<file path="src/usc_pkg.sv">
// constants and rule notes for the serial status and clock select block
// Functional notes
// - error status clears on reset, power or rx off
// - reading error status clears all its flags
// - parity mismatch at completion sets bit 2
// - missing high stop bit sets bit 1
// - completion with unread buffer sets bit 0
// - receiver checks only first stop bit
// - overrun discards new character, buffer kept
// - parity check only for odd, even modes
// - zero parity mode never flags parity
// - tx status clears on reset, power or tx off
// - buffer full sets on write, clears on move
// - shift busy sets on move, clears when drained
// - buffered next character follows back to back
// - codes zero to ten divide by two power code
// - code eleven takes timer output, above prohibited
// - rewriting same selector value keeps traffic intact
// - mode bit7 power, bit6 tx, bit5 rx enables
// - buffer write starts transfer when transmitter idle
package usc_pkg;
    // register addresses
    localparam logic [15:0] USC_ADDR_MODE = 16'hFF50;
    localparam logic [15:0] USC_ADDR_RXBUF = 16'hFF52;
    localparam logic [15:0] USC_ADDR_RXERR = 16'hFF53;
    localparam logic [15:0] USC_ADDR_TXBUF = 16'hFF54;
    localparam logic [15:0] USC_ADDR_TXSTAT = 16'hFF55;
    localparam logic [15:0] USC_ADDR_CLKSEL = 16'hFF56;
    // reset values
    localparam logic [7:0] USC_RST_MODE = 8'h01;
    localparam logic [7:0] USC_RST_RXBUF = 8'hFF;
    localparam logic [7:0] USC_RST_TXBUF = 8'hFF;
    localparam logic [7:0] USC_RST_RXERR = 8'h00;
    localparam logic [7:0] USC_RST_TXSTAT = 8'h00;
    localparam logic [3:0] USC_RST_CLKSEL = 4'h0;
    // mode register fields
    localparam int USC_MODE_POWER = 7;
    localparam int USC_MODE_TXE = 6;
    localparam int USC_MODE_RXE = 5;
    localparam int USC_MODE_PARH = 4;
    localparam int USC_MODE_PARL = 3;
    localparam int USC_MODE_CL = 2;
    localparam int USC_MODE_SL = 1;
    localparam int USC_MODE_ISRM = 0;
    // status fields
    localparam int USC_ERR_PARITY = 2;
    localparam int USC_ERR_FRAME = 1;
    localparam int USC_ERR_OVERRUN = 0;
    localparam int USC_TX_BUFFULL = 1;
    localparam int USC_TX_BUSY = 0;
    // base clock codes
    localparam logic [3:0] USC_CODE_MAXDIV = 4'hA;
    localparam logic [3:0] USC_CODE_TIMER = 4'hB;
    localparam int USC_PRESC_W = 10;
    // parity modes
    typedef enum logic [1:0] {
        USC_PAR_NONE = 2'b00,
        USC_PAR_ZERO = 2'b01,
        USC_PAR_ODD = 2'b10,
        USC_PAR_EVEN = 2'b11
    } usc_parity_t;
    // transmit path states
    typedef enum logic [1:0] {
        USC_TX_IDLE = 2'b00,
        USC_TX_SHIFT = 2'b01,
        USC_TX_CHAIN = 2'b10
    } usc_tx_state_t;
endpackage

</file>
<file path="src/usc_clk_sel.sv">
// base clock selector: power-of-two prescaler or timer edge
`timescale 1ns/1ps
module usc_clk_sel
    import usc_pkg::*;
(
    // clock and reset
    input wire logic clk_i,
    input wire logic sys_rst_i,
    // control
    input wire logic power_i,
    input wire logic [3:0] code_i,
    input wire logic timer_i,
    // base clock tick
    output logic tick_o
);
    logic [USC_PRESC_W-1:0] cnt_q;
    logic [USC_PRESC_W-1:0] mask;
    logic timer_q;
    logic sel;

    // free running counter; a rewrite of the code never resets it
    always_ff @(posedge clk_i) begin
        if (sys_rst_i || !power_i) begin
            cnt_q <= '0;
        end else begin
            cnt_q <= cnt_q + 1'b1;
        end
    end

    // timer level history for rising edge detect
    always_ff @(posedge clk_i) begin
        if (sys_rst_i) begin
            timer_q <= 1'b0;
        end else begin
            timer_q <= timer_i;
        end
    end

    always_comb begin
        mask = USC_PRESC_W'((11'h001 << code_i) - 11'h001);
        if (code_i <= USC_CODE_MAXDIV) begin
            sel = ((cnt_q & mask) == mask);
        end else if (code_i == USC_CODE_TIMER) begin
            sel = timer_i && !timer_q;
        end else begin
            sel = 1'b0;
        end
    end

    // registered tick, held low while the unit is off
    always_ff @(posedge clk_i) begin
        if (sys_rst_i || !power_i) begin
            tick_o <= 1'b0;
        end else begin
            tick_o <= sel;
        end
    end
endmodule

</file>
<file path="src/usc_rx_check.sv">
// receive completion checks: parity and first stop bit
`timescale 1ns/1ps
module usc_rx_check
    import usc_pkg::*;
(
    // received frame
    input wire logic [7:0] data_i,
    input wire logic parity_bit_i,
    input wire logic stop_bit_i,
    // configuration
    input wire logic [1:0] par_mode_i,
    input wire logic char8_i,
    // verdicts
    output logic parity_err_o,
    output logic frame_err_o
);
    logic ones;

    always_comb begin
        ones = char8_i ? ^data_i : ^data_i[6:0];
        case (usc_parity_t'(par_mode_i))
            USC_PAR_ODD: parity_err_o = !(ones ^ parity_bit_i);
            USC_PAR_EVEN: parity_err_o = ones ^ parity_bit_i;
            default: parity_err_o = 1'b0;
        endcase
    end

    assign frame_err_o = !stop_bit_i;
endmodule

</file>
<file path="src/usc_top.sv">
// serial unit status flags, mode register and base clock select
`timescale 1ns/1ps
module usc_top
    import usc_pkg::*;
(
    // clock and reset
    input wire logic clk_i,
    input wire logic sys_rst_i,
    // cpu register port
    input wire logic [15:0] addr_i,
    input wire logic wr_en_i,
    input wire logic rd_en_i,
    input wire logic [7:0] wr_data_i,
    output logic [7:0] rd_data_o,
    // receive shifter side
    input wire logic rx_done_i,
    input wire logic [7:0] rx_data_i,
    input wire logic rx_parity_bit_i,
    input wire logic rx_stop_bit_i,
    // transmit shifter side
    input wire logic tx_shift_done_i,
    output logic tx_load_o,
    output logic [7:0] tx_shift_data_o,
    // base clock
    input wire logic timer_channel_output_i,
    output logic serial_base_clock_o,
    // mode outputs
    output logic unit_power_enable_o,
    output logic transmit_enable_o,
    output logic receive_enable_o,
    output logic char8_o,
    output logic two_stop_o
);
    logic [7:0] mode_q;
    logic [3:0] base_clock_code_q;
    logic [7:0] rx_buffer_q;
    logic rx_unread_q;
    logic [2:0] rx_err_q;
    logic [2:0] rx_err_d;
    logic [7:0] tx_buffer_q;
    logic tx_buffer_full_flag_q;
    logic tx_shift_busy_flag_q;
    logic tx_buffer_full_flag_d;
    logic tx_shift_busy_flag_d;
    usc_tx_state_t tx_state_q;
    usc_tx_state_t tx_state_d;
    logic tx_move;
    logic power;
    logic tx_on;
    logic rx_on;
    logic wr_mode;
    logic wr_txbuf;
    logic wr_clksel;
    logic rd_rxerr;
    logic rd_rxbuf;
    logic parity_err;
    logic frame_err;
    logic overrun;
    logic tick;
    logic [7:0] rd_mux;

    // unit enables from the mode register
    assign power = mode_q[USC_MODE_POWER];
    assign tx_on = power && mode_q[USC_MODE_TXE];
    assign rx_on = power && mode_q[USC_MODE_RXE];

    // address decode; status registers take no write strobe at all
    assign wr_mode = wr_en_i && (addr_i == USC_ADDR_MODE);
    assign wr_txbuf = wr_en_i && (addr_i == USC_ADDR_TXBUF);
    assign wr_clksel = wr_en_i && (addr_i == USC_ADDR_CLKSEL);
    assign rd_rxerr = rd_en_i && (addr_i == USC_ADDR_RXERR);
    assign rd_rxbuf = rd_en_i && (addr_i == USC_ADDR_RXBUF);

    // mode register
    // enable bits
    always_ff @(posedge clk_i) begin
        if (sys_rst_i) begin
            mode_q <= USC_RST_MODE;
        end else if (wr_mode) begin
            mode_q <= wr_data_i;
        end
    end

    // clock selection register, upper nibble reads zero
    // same value harmless
    always_ff @(posedge clk_i) begin
        if (sys_rst_i) begin
            base_clock_code_q <= USC_RST_CLKSEL;
        end else if (wr_clksel) begin
            base_clock_code_q <= wr_data_i[3:0];
        end
    end

    // base clock generation
    usc_clk_sel u_clk_sel (
        .clk_i(clk_i),
        .sys_rst_i(sys_rst_i),
        .power_i(power),
        .code_i(base_clock_code_q),
        .timer_i(timer_channel_output_i),
        .tick_o(tick)
    );

    // frame checks on the completed character
    usc_rx_check u_rx_check (
        .data_i(rx_data_i),
        .parity_bit_i(rx_parity_bit_i),
        .stop_bit_i(rx_stop_bit_i),
        .par_mode_i(mode_q[USC_MODE_PARH:USC_MODE_PARL]),
        .char8_i(mode_q[USC_MODE_CL]),
        .parity_err_o(parity_err),
        .frame_err_o(frame_err)
    );

    // a completion while the last character is unread is an overrun
    // overrun detect
    assign overrun = rx_done_i && rx_on && rx_unread_q && !rd_rxbuf;

    // error flags: new errors win over the clear from a read
    always_comb begin
        rx_err_d = rx_err_q;
        if (rd_rxerr) begin
            rx_err_d = 3'h0;
        end
        if (rx_done_i && rx_on) begin
            rx_err_d[USC_ERR_PARITY] = rx_err_d[USC_ERR_PARITY] | parity_err;
            rx_err_d[USC_ERR_FRAME] = rx_err_d[USC_ERR_FRAME] | frame_err;
            rx_err_d[USC_ERR_OVERRUN] = rx_err_d[USC_ERR_OVERRUN] | overrun;
        end
    end

    always_ff @(posedge clk_i) begin
        if (sys_rst_i || !rx_on) begin
            rx_err_q <= USC_RST_RXERR[2:0];
        end else begin
            rx_err_q <= rx_err_d;
        end
    end

    // receive buffer; power off returns it to its reset value
    // discard on overrun
    always_ff @(posedge clk_i) begin
        if (sys_rst_i || !power) begin
            rx_buffer_q <= USC_RST_RXBUF;
        end else if (rx_done_i && rx_on && !overrun) begin
            rx_buffer_q <= rx_data_i;
        end
    end

    // unread marker: set by a stored character, cleared by a buffer read
    always_ff @(posedge clk_i) begin
        if (sys_rst_i || !rx_on) begin
            rx_unread_q <= 1'b0;
        end else if (rx_done_i && !overrun) begin
            rx_unread_q <= 1'b1;
        end else if (rd_rxbuf) begin
            rx_unread_q <= 1'b0;
        end
    end

    // transmit buffer data
    // write starts transfer
    always_ff @(posedge clk_i) begin
        if (sys_rst_i) begin
            tx_buffer_q <= USC_RST_TXBUF;
        end else if (wr_txbuf) begin
            tx_buffer_q <= wr_data_i;
        end
    end

    // move buffer to shifter when idle, or at the end of a frame
    // back to back
    assign tx_move = tx_buffer_full_flag_q &&
                     (!tx_shift_busy_flag_q || tx_shift_done_i);

    // transmit state and flags
    always_comb begin
        tx_state_d = tx_state_q;
        tx_buffer_full_flag_d = tx_buffer_full_flag_q;
        tx_shift_busy_flag_d = tx_shift_busy_flag_q;
        if (tx_move) begin
            tx_buffer_full_flag_d = 1'b0;
            tx_shift_busy_flag_d = 1'b1;
            tx_state_d = USC_TX_SHIFT;
        end else if (tx_shift_done_i && tx_shift_busy_flag_q) begin
            tx_shift_busy_flag_d = 1'b0;
            tx_state_d = USC_TX_IDLE;
        end
        if (wr_txbuf) begin
            tx_buffer_full_flag_d = 1'b1;
        end
        if (tx_shift_busy_flag_d && tx_buffer_full_flag_d) begin
            tx_state_d = USC_TX_CHAIN;
        end
        case (tx_state_d)
            USC_TX_IDLE: tx_state_d = USC_TX_IDLE;
            USC_TX_SHIFT: tx_state_d = USC_TX_SHIFT;
            USC_TX_CHAIN: tx_state_d = USC_TX_CHAIN;
            default: tx_state_d = USC_TX_IDLE;
        endcase
    end

    // transmit path state; a disabled transmitter always restarts idle
    // clear on disable
    always_ff @(posedge clk_i) begin
        if (sys_rst_i || !tx_on) begin
            tx_state_q <= USC_TX_IDLE;
        end else begin
            tx_state_q <= tx_state_d;
        end
    end

    // buffer full flag; a disabled transmitter forgets buffered data
    // full flag clear
    always_ff @(posedge clk_i) begin
        if (sys_rst_i || !tx_on) begin
            tx_buffer_full_flag_q <= 1'b0;
        end else begin
            tx_buffer_full_flag_q <= tx_buffer_full_flag_d;
        end
    end

    // shift busy flag; cleared with the enable so a reinit starts clean
    // software must see it low before reinit, or a frame is cut short
    // busy flag clear
    always_ff @(posedge clk_i) begin
        if (sys_rst_i || !tx_on) begin
            tx_shift_busy_flag_q <= 1'b0;
        end else begin
            tx_shift_busy_flag_q <= tx_shift_busy_flag_d;
        end
    end

    // load pulse towards the shift register, one cycle per move
    // the pulse is registered, so the shifter sees data and pulse together
    always_ff @(posedge clk_i) begin
        if (sys_rst_i || !tx_on) begin
            tx_load_o <= 1'b0;
        end else begin
            tx_load_o <= tx_move;
        end
    end

    // shifter data, held between loads so the shifter may sample late
    // a write while full overwrites the buffer, never this copy
    always_ff @(posedge clk_i) begin
        if (sys_rst_i || !tx_on) begin
            tx_shift_data_o <= USC_RST_TXBUF;
        end else if (tx_move) begin
            tx_shift_data_o <= tx_buffer_q;
        end
    end

    // read multiplexer; unmapped addresses read zero
    // status registers have no write path, so they only ever read
    // status write ignored
    always_comb begin
        rd_mux = 8'h00;
        case (addr_i)
            USC_ADDR_MODE: rd_mux = mode_q;
            USC_ADDR_RXBUF: rd_mux = rx_buffer_q;
            USC_ADDR_RXERR: rd_mux = {5'h00, rx_err_q};
            USC_ADDR_TXBUF: rd_mux = tx_buffer_q;
            USC_ADDR_TXSTAT: rd_mux = {6'h00, tx_buffer_full_flag_q, tx_shift_busy_flag_q};
            USC_ADDR_CLKSEL: rd_mux = {4'h0, base_clock_code_q};
            default: rd_mux = 8'h00;
        endcase
    end

    // registered read data, zero in cycles without a read strobe
    always_ff @(posedge clk_i) begin
        if (sys_rst_i || !rd_en_i) begin
            rd_data_o <= 8'h00;
        end else begin
            rd_data_o <= rd_mux;
        end
    end

    // base clock tick towards the baud divider, one cycle late
    always_ff @(posedge clk_i) begin
        if (sys_rst_i) begin
            serial_base_clock_o <= 1'b0;
        end else begin
            serial_base_clock_o <= tick;
        end
    end

    // unit power level for the shifters
    always_ff @(posedge clk_i) begin
        if (sys_rst_i) begin
            unit_power_enable_o <= 1'b0;
        end else begin
            unit_power_enable_o <= power;
        end
    end

    // transmit enable, only ever high while the unit is powered
    always_ff @(posedge clk_i) begin
        if (sys_rst_i) begin
            transmit_enable_o <= 1'b0;
        end else begin
            transmit_enable_o <= tx_on;
        end
    end

    // receive enable, only ever high while the unit is powered
    always_ff @(posedge clk_i) begin
        if (sys_rst_i) begin
            receive_enable_o <= 1'b0;
        end else begin
            receive_enable_o <= rx_on;
        end
    end

    // character length for both shifters
    always_ff @(posedge clk_i) begin
        if (sys_rst_i) begin
            char8_o <= 1'b0;
        end else begin
            char8_o <= mode_q[USC_MODE_CL];
        end
    end

    // stop bit count, used by the transmitter only
    always_ff @(posedge clk_i) begin
        if (sys_rst_i) begin
            two_stop_o <= 1'b0;
        end else begin
            two_stop_o <= mode_q[USC_MODE_SL];
        end
    end
endmodule

</file>
<file path="config.mk">
export PLATFORM = sky130hd
export DESIGN_NAME = usc_top
export DESIGN_NICKNAME = d
export VERILOG_FILES = /design/src/usc_pkg.sv /design/src/usc_clk_sel.sv /design/src/usc_rx_check.sv /design/src/usc_top.sv
export SDC_FILE = /design/constraint.sdc
export NUM_CORES = 1
export LEC_CHECK = 0
export ABC_CLOCK_PERIOD_IN_PS = 2500
export CORE_MARGIN = 1
export CORE_UTILIZATION = 65
export CTS_BUF_LIST = sky130_fd_sc_hd__clkbuf_4
export DETAILED_ROUTE_END_ITERATION = 16
export DONT_BUFFER_PORTS = 1
export PLACE_DENSITY = 0.86
export SETUP_SLACK_MARGIN = 0.3
export SLEW_MARGIN = 20
export SYNTH_ARGS = -nofsm -noshare
export SYNTH_HDL_FRONTEND = slang
export SYNTH_SLANG_ARGS = --single-unit
</file>
<file path="constraint.sdc">
create_clock -name clk_i -period 2.5 [get_ports clk_i]
set_input_delay 0.125 -clock clk_i [delete_from_list [all_inputs] [get_ports clk_i]]
set_output_delay 0.125 -clock clk_i [all_outputs]
set_load 0.02 [all_outputs]
</file>
==> results_dict.tcl <==
set metrics [dict create \
    first_pass_iters 7 \
    cts-htree-levels 3 \
    synth_flop_cell "dfxtp_1" \
    hold_path.class "input port to flop" \
    ys_types 57 \
    clock_latency_ns 0.41 \
    ys_seq_area_share_pct 43.31 \
    seq_power_share_pct 55.6 \
    clock-sinks 69 \
    status "completed" \
    synth_fa_ha_area_share_pct 0.7846 \
    async_flop_share_pct 0 \
    pwr-share-clk_pct 39.1 \
    io_buffers 0 \
    power.leakage_nw 1.341 \
    irDropWorstVdd_uv 350.2 \
    path_class "flop to flop" \
    slew_headroom_pct 36.19 \
    rsz0062_at_grt "false" \
    num_vias 2737 \
    cts_tree "built" \
    swShare_pct 21.44 \
    start_util_pct 67.52 \
    synth_cells 340 \
    synth_compound_area_share_pct 14.52 \
    synth_seq_cells 69 \
    grt.total_usage_pct 31.86 \
    die_h_um 72.05 \
    drive_gt1_share_pct 10.63 \
    grt_pass1_vias 2677 \
    clk_pin_slew_worst_paths_ns 0.10 \
    avgSynthCellArea_um2 9.380 \
    dp_cells 388 \
    final_nets 406 \
    skew_ns 0.008983 \
    critical_path.endpoint_type "flop" \
    min_period_ns 2.006 \
    cts-root-buf "clkbuf_4" \
    gp_congestion 0.8826 \
    die_area_um2 5190 \
    synth_top_family_by_area "simple AND/OR/NAND/NOR gates" \
    syn_nets 383 \
    hold_violations 0 \
    fin_crit_sh_pct 80.23 \
    utilization_pct 77.27 \
    postRouteAntennaNets 0 \
    powerDensity_nw_per_um2 541.8 \
    post_drt_wl_per_cell_um 18.13 \
    drc 0 \
    wl_um 7868 \
    tns_ns 0 \
    grt_pass1_wl_um 12590 \
    final_cells 434 \
    worst_setup_path_start_kind "flop" \
    coreArea_um2 4723 \
    synth_area_um2 3189 \
    cp.arrival_ns 2.33 \
    tightest_slew_ns 0.9540 \
    power_switching_mw 0.4240 \
    cp.required_ns 2.82 \
    antenna_found_initial 0 \
    internal_power_mw 1.553 \
    via_per_inst 6.306 \
    post-cts-setup-buffer-count 0 \
    die_w_um 72.05 \
    synthToLayoutAreaGrowth_pct 14.44 \
    ys_warn_count 0 \
    grt_max_degree 28 \
    synth_mux_area_share_pct 7.493 \
    place_hpwl_um 4923 \
    synth_area_leaders "dfxtp_1 (43%), mux2i_1 (5.0%), a211o_1 (4.7%), nor2_1 (3.8%), nor2b_1 (3.5%)" \
    setup_viol 0 \
    worst-path-max-fanout 14 \
    yosys.area_share.simple_pct 24.75 \
    clockBufferDepth 2 \
    drv_cap 0 \
    ios 64 \
    synth_top_cell_area_share_pct 43.31 \
    drv_slew 0 \
    comb_power_share_pct 5.3 \
    cts_buffers 9 \
    fmax_mhz 498.5 \
    rows 25 \
    synth_edf_count 0 \
    yosysTopAreaCell "dfxtp_1" \
    antenna_cells 0 \
    drtIter0Drc 313 \
    synth_xor_xnor_area_share_pct 4.943 \
    power_mw 1.977 \
    gr-total-overflow 0 \
]
## layer usage
metal  GRT usage (%)  routed length [µm]  up-vias  share of wire (%)
li1                -                   -     1255                  -
met2           53.04                3843      164                 49
met5               0                   0        -                  0
met3           8.194                 671       39                8.5
met1           37.74                3084     1279                 39
met4           17.43                 268        0                3.4
## state kept, by name, indices dropped and copies added (netlist names), 3 cells and up
signal and cells:
base_clock_code_q 4, mode_q 8, rd_data_o 8, rx_buffer_q 8
rx_err_q 3, tx_buffer_q 8, tx_shift_data_o 8, u_clk_sel.cnt_q 10
## worst paths after layout
path                                           start             endpoint  slack [ns]  depth (start not counted)
worst max-delay path            base_clock_code_q[1]     u_clk_sel.tick_o        0.49                          8
worst min-delay path                       addr_i[1]         rd_data_o[4]        0.03                          3
worst max register to register  base_clock_code_q[1]     u_clk_sel.tick_o        0.49                          8
worst min register to register      u_clk_sel.tick_o  serial_base_clock_o        0.47                          1
## cell type report
type                    count  area, µm²
well taps                  67      83.83
clock inverters             6      78.83
inverters                  11      41.29
fillers                   288       1074
multi-input cells         240       1674
flip-flops and latches     69       1386
repair buffers             32      317.8
clock buffers               9      67.56
## power by group through the flow
stage	clock network, mW	logic (mW)	registers, mW
6_report	0.772	0.105	1.10
4_1_cts	0.788	0.102	1.10
5_1_grt	0.827	0.113	1.10
3_3_place_gp	0	0.0545	1.12
2_1_floorplan	0	0.0678	1.12
3_5_place_dp	0	0.0552	1.12
## Yosys cell counts, drive strengths merged, types with 7 or more instances
cell type  count
a211o         17
buf            7
clkbuf        13
dfxtp         69
inv           11
mux2i         16
nand2         25
nand3         21
nor2          35
nor2b         18
o21a          10
xnor2         12
## through the flow
stage               worst slack (ns)  hold slack (ns)  area (µm²)
finish                        0.4942          0.02610        3650
global route                  0.3405          0.02087        3650
CTS                           0.3887         0.002877        3645
detailed placement            0.3979           0.2006        3188
global placement              0.5437           0.1994        3188
floorplan                     0.4684           0.2429        3189
## worst max-delay path, stage by stage, from the launching register on
cell	delay (ns)
dfxtp_2	0.48
nor2_1	0.12
nand3_1	0.10
ha_1	0.34
nor2_1	0.10
and3_1	0.21
a211oi_1	0.24
nand3_1	0.10
o31ai_1	0.23
## cell usage in the layout (no fill, tap or decap), drive strengths merged, types with 9 or more instances in the layout
cell / count
nor2b: 18
dlygate4sd3: 31
a211o: 17
dfxtp: 69
nand2: 25
nand3: 21
inv: 11
o21a: 10
clkbuf: 9
mux2i: 16
nor2: 35
xnor2: 12
## timing repair
item | 4_1_cts | 5_1_grt
endpoints found under the setup margin | 0 | 1
hold buffers | 31 | 0
resized for setup | 0 | 4
endpoints found under the hold margin | 43 | 0
## cells by family (layout without fill, tap and decap cells)
family	Yosys count	in the layout
mux	22	22
fa+ha+maj	2	2
simple gates	137	137
buf+inv	31	58
compound gates	61	61
flops	69	69
xor+xnor	18	18
No activity file was read; power rests on OpenSTA's default activity.
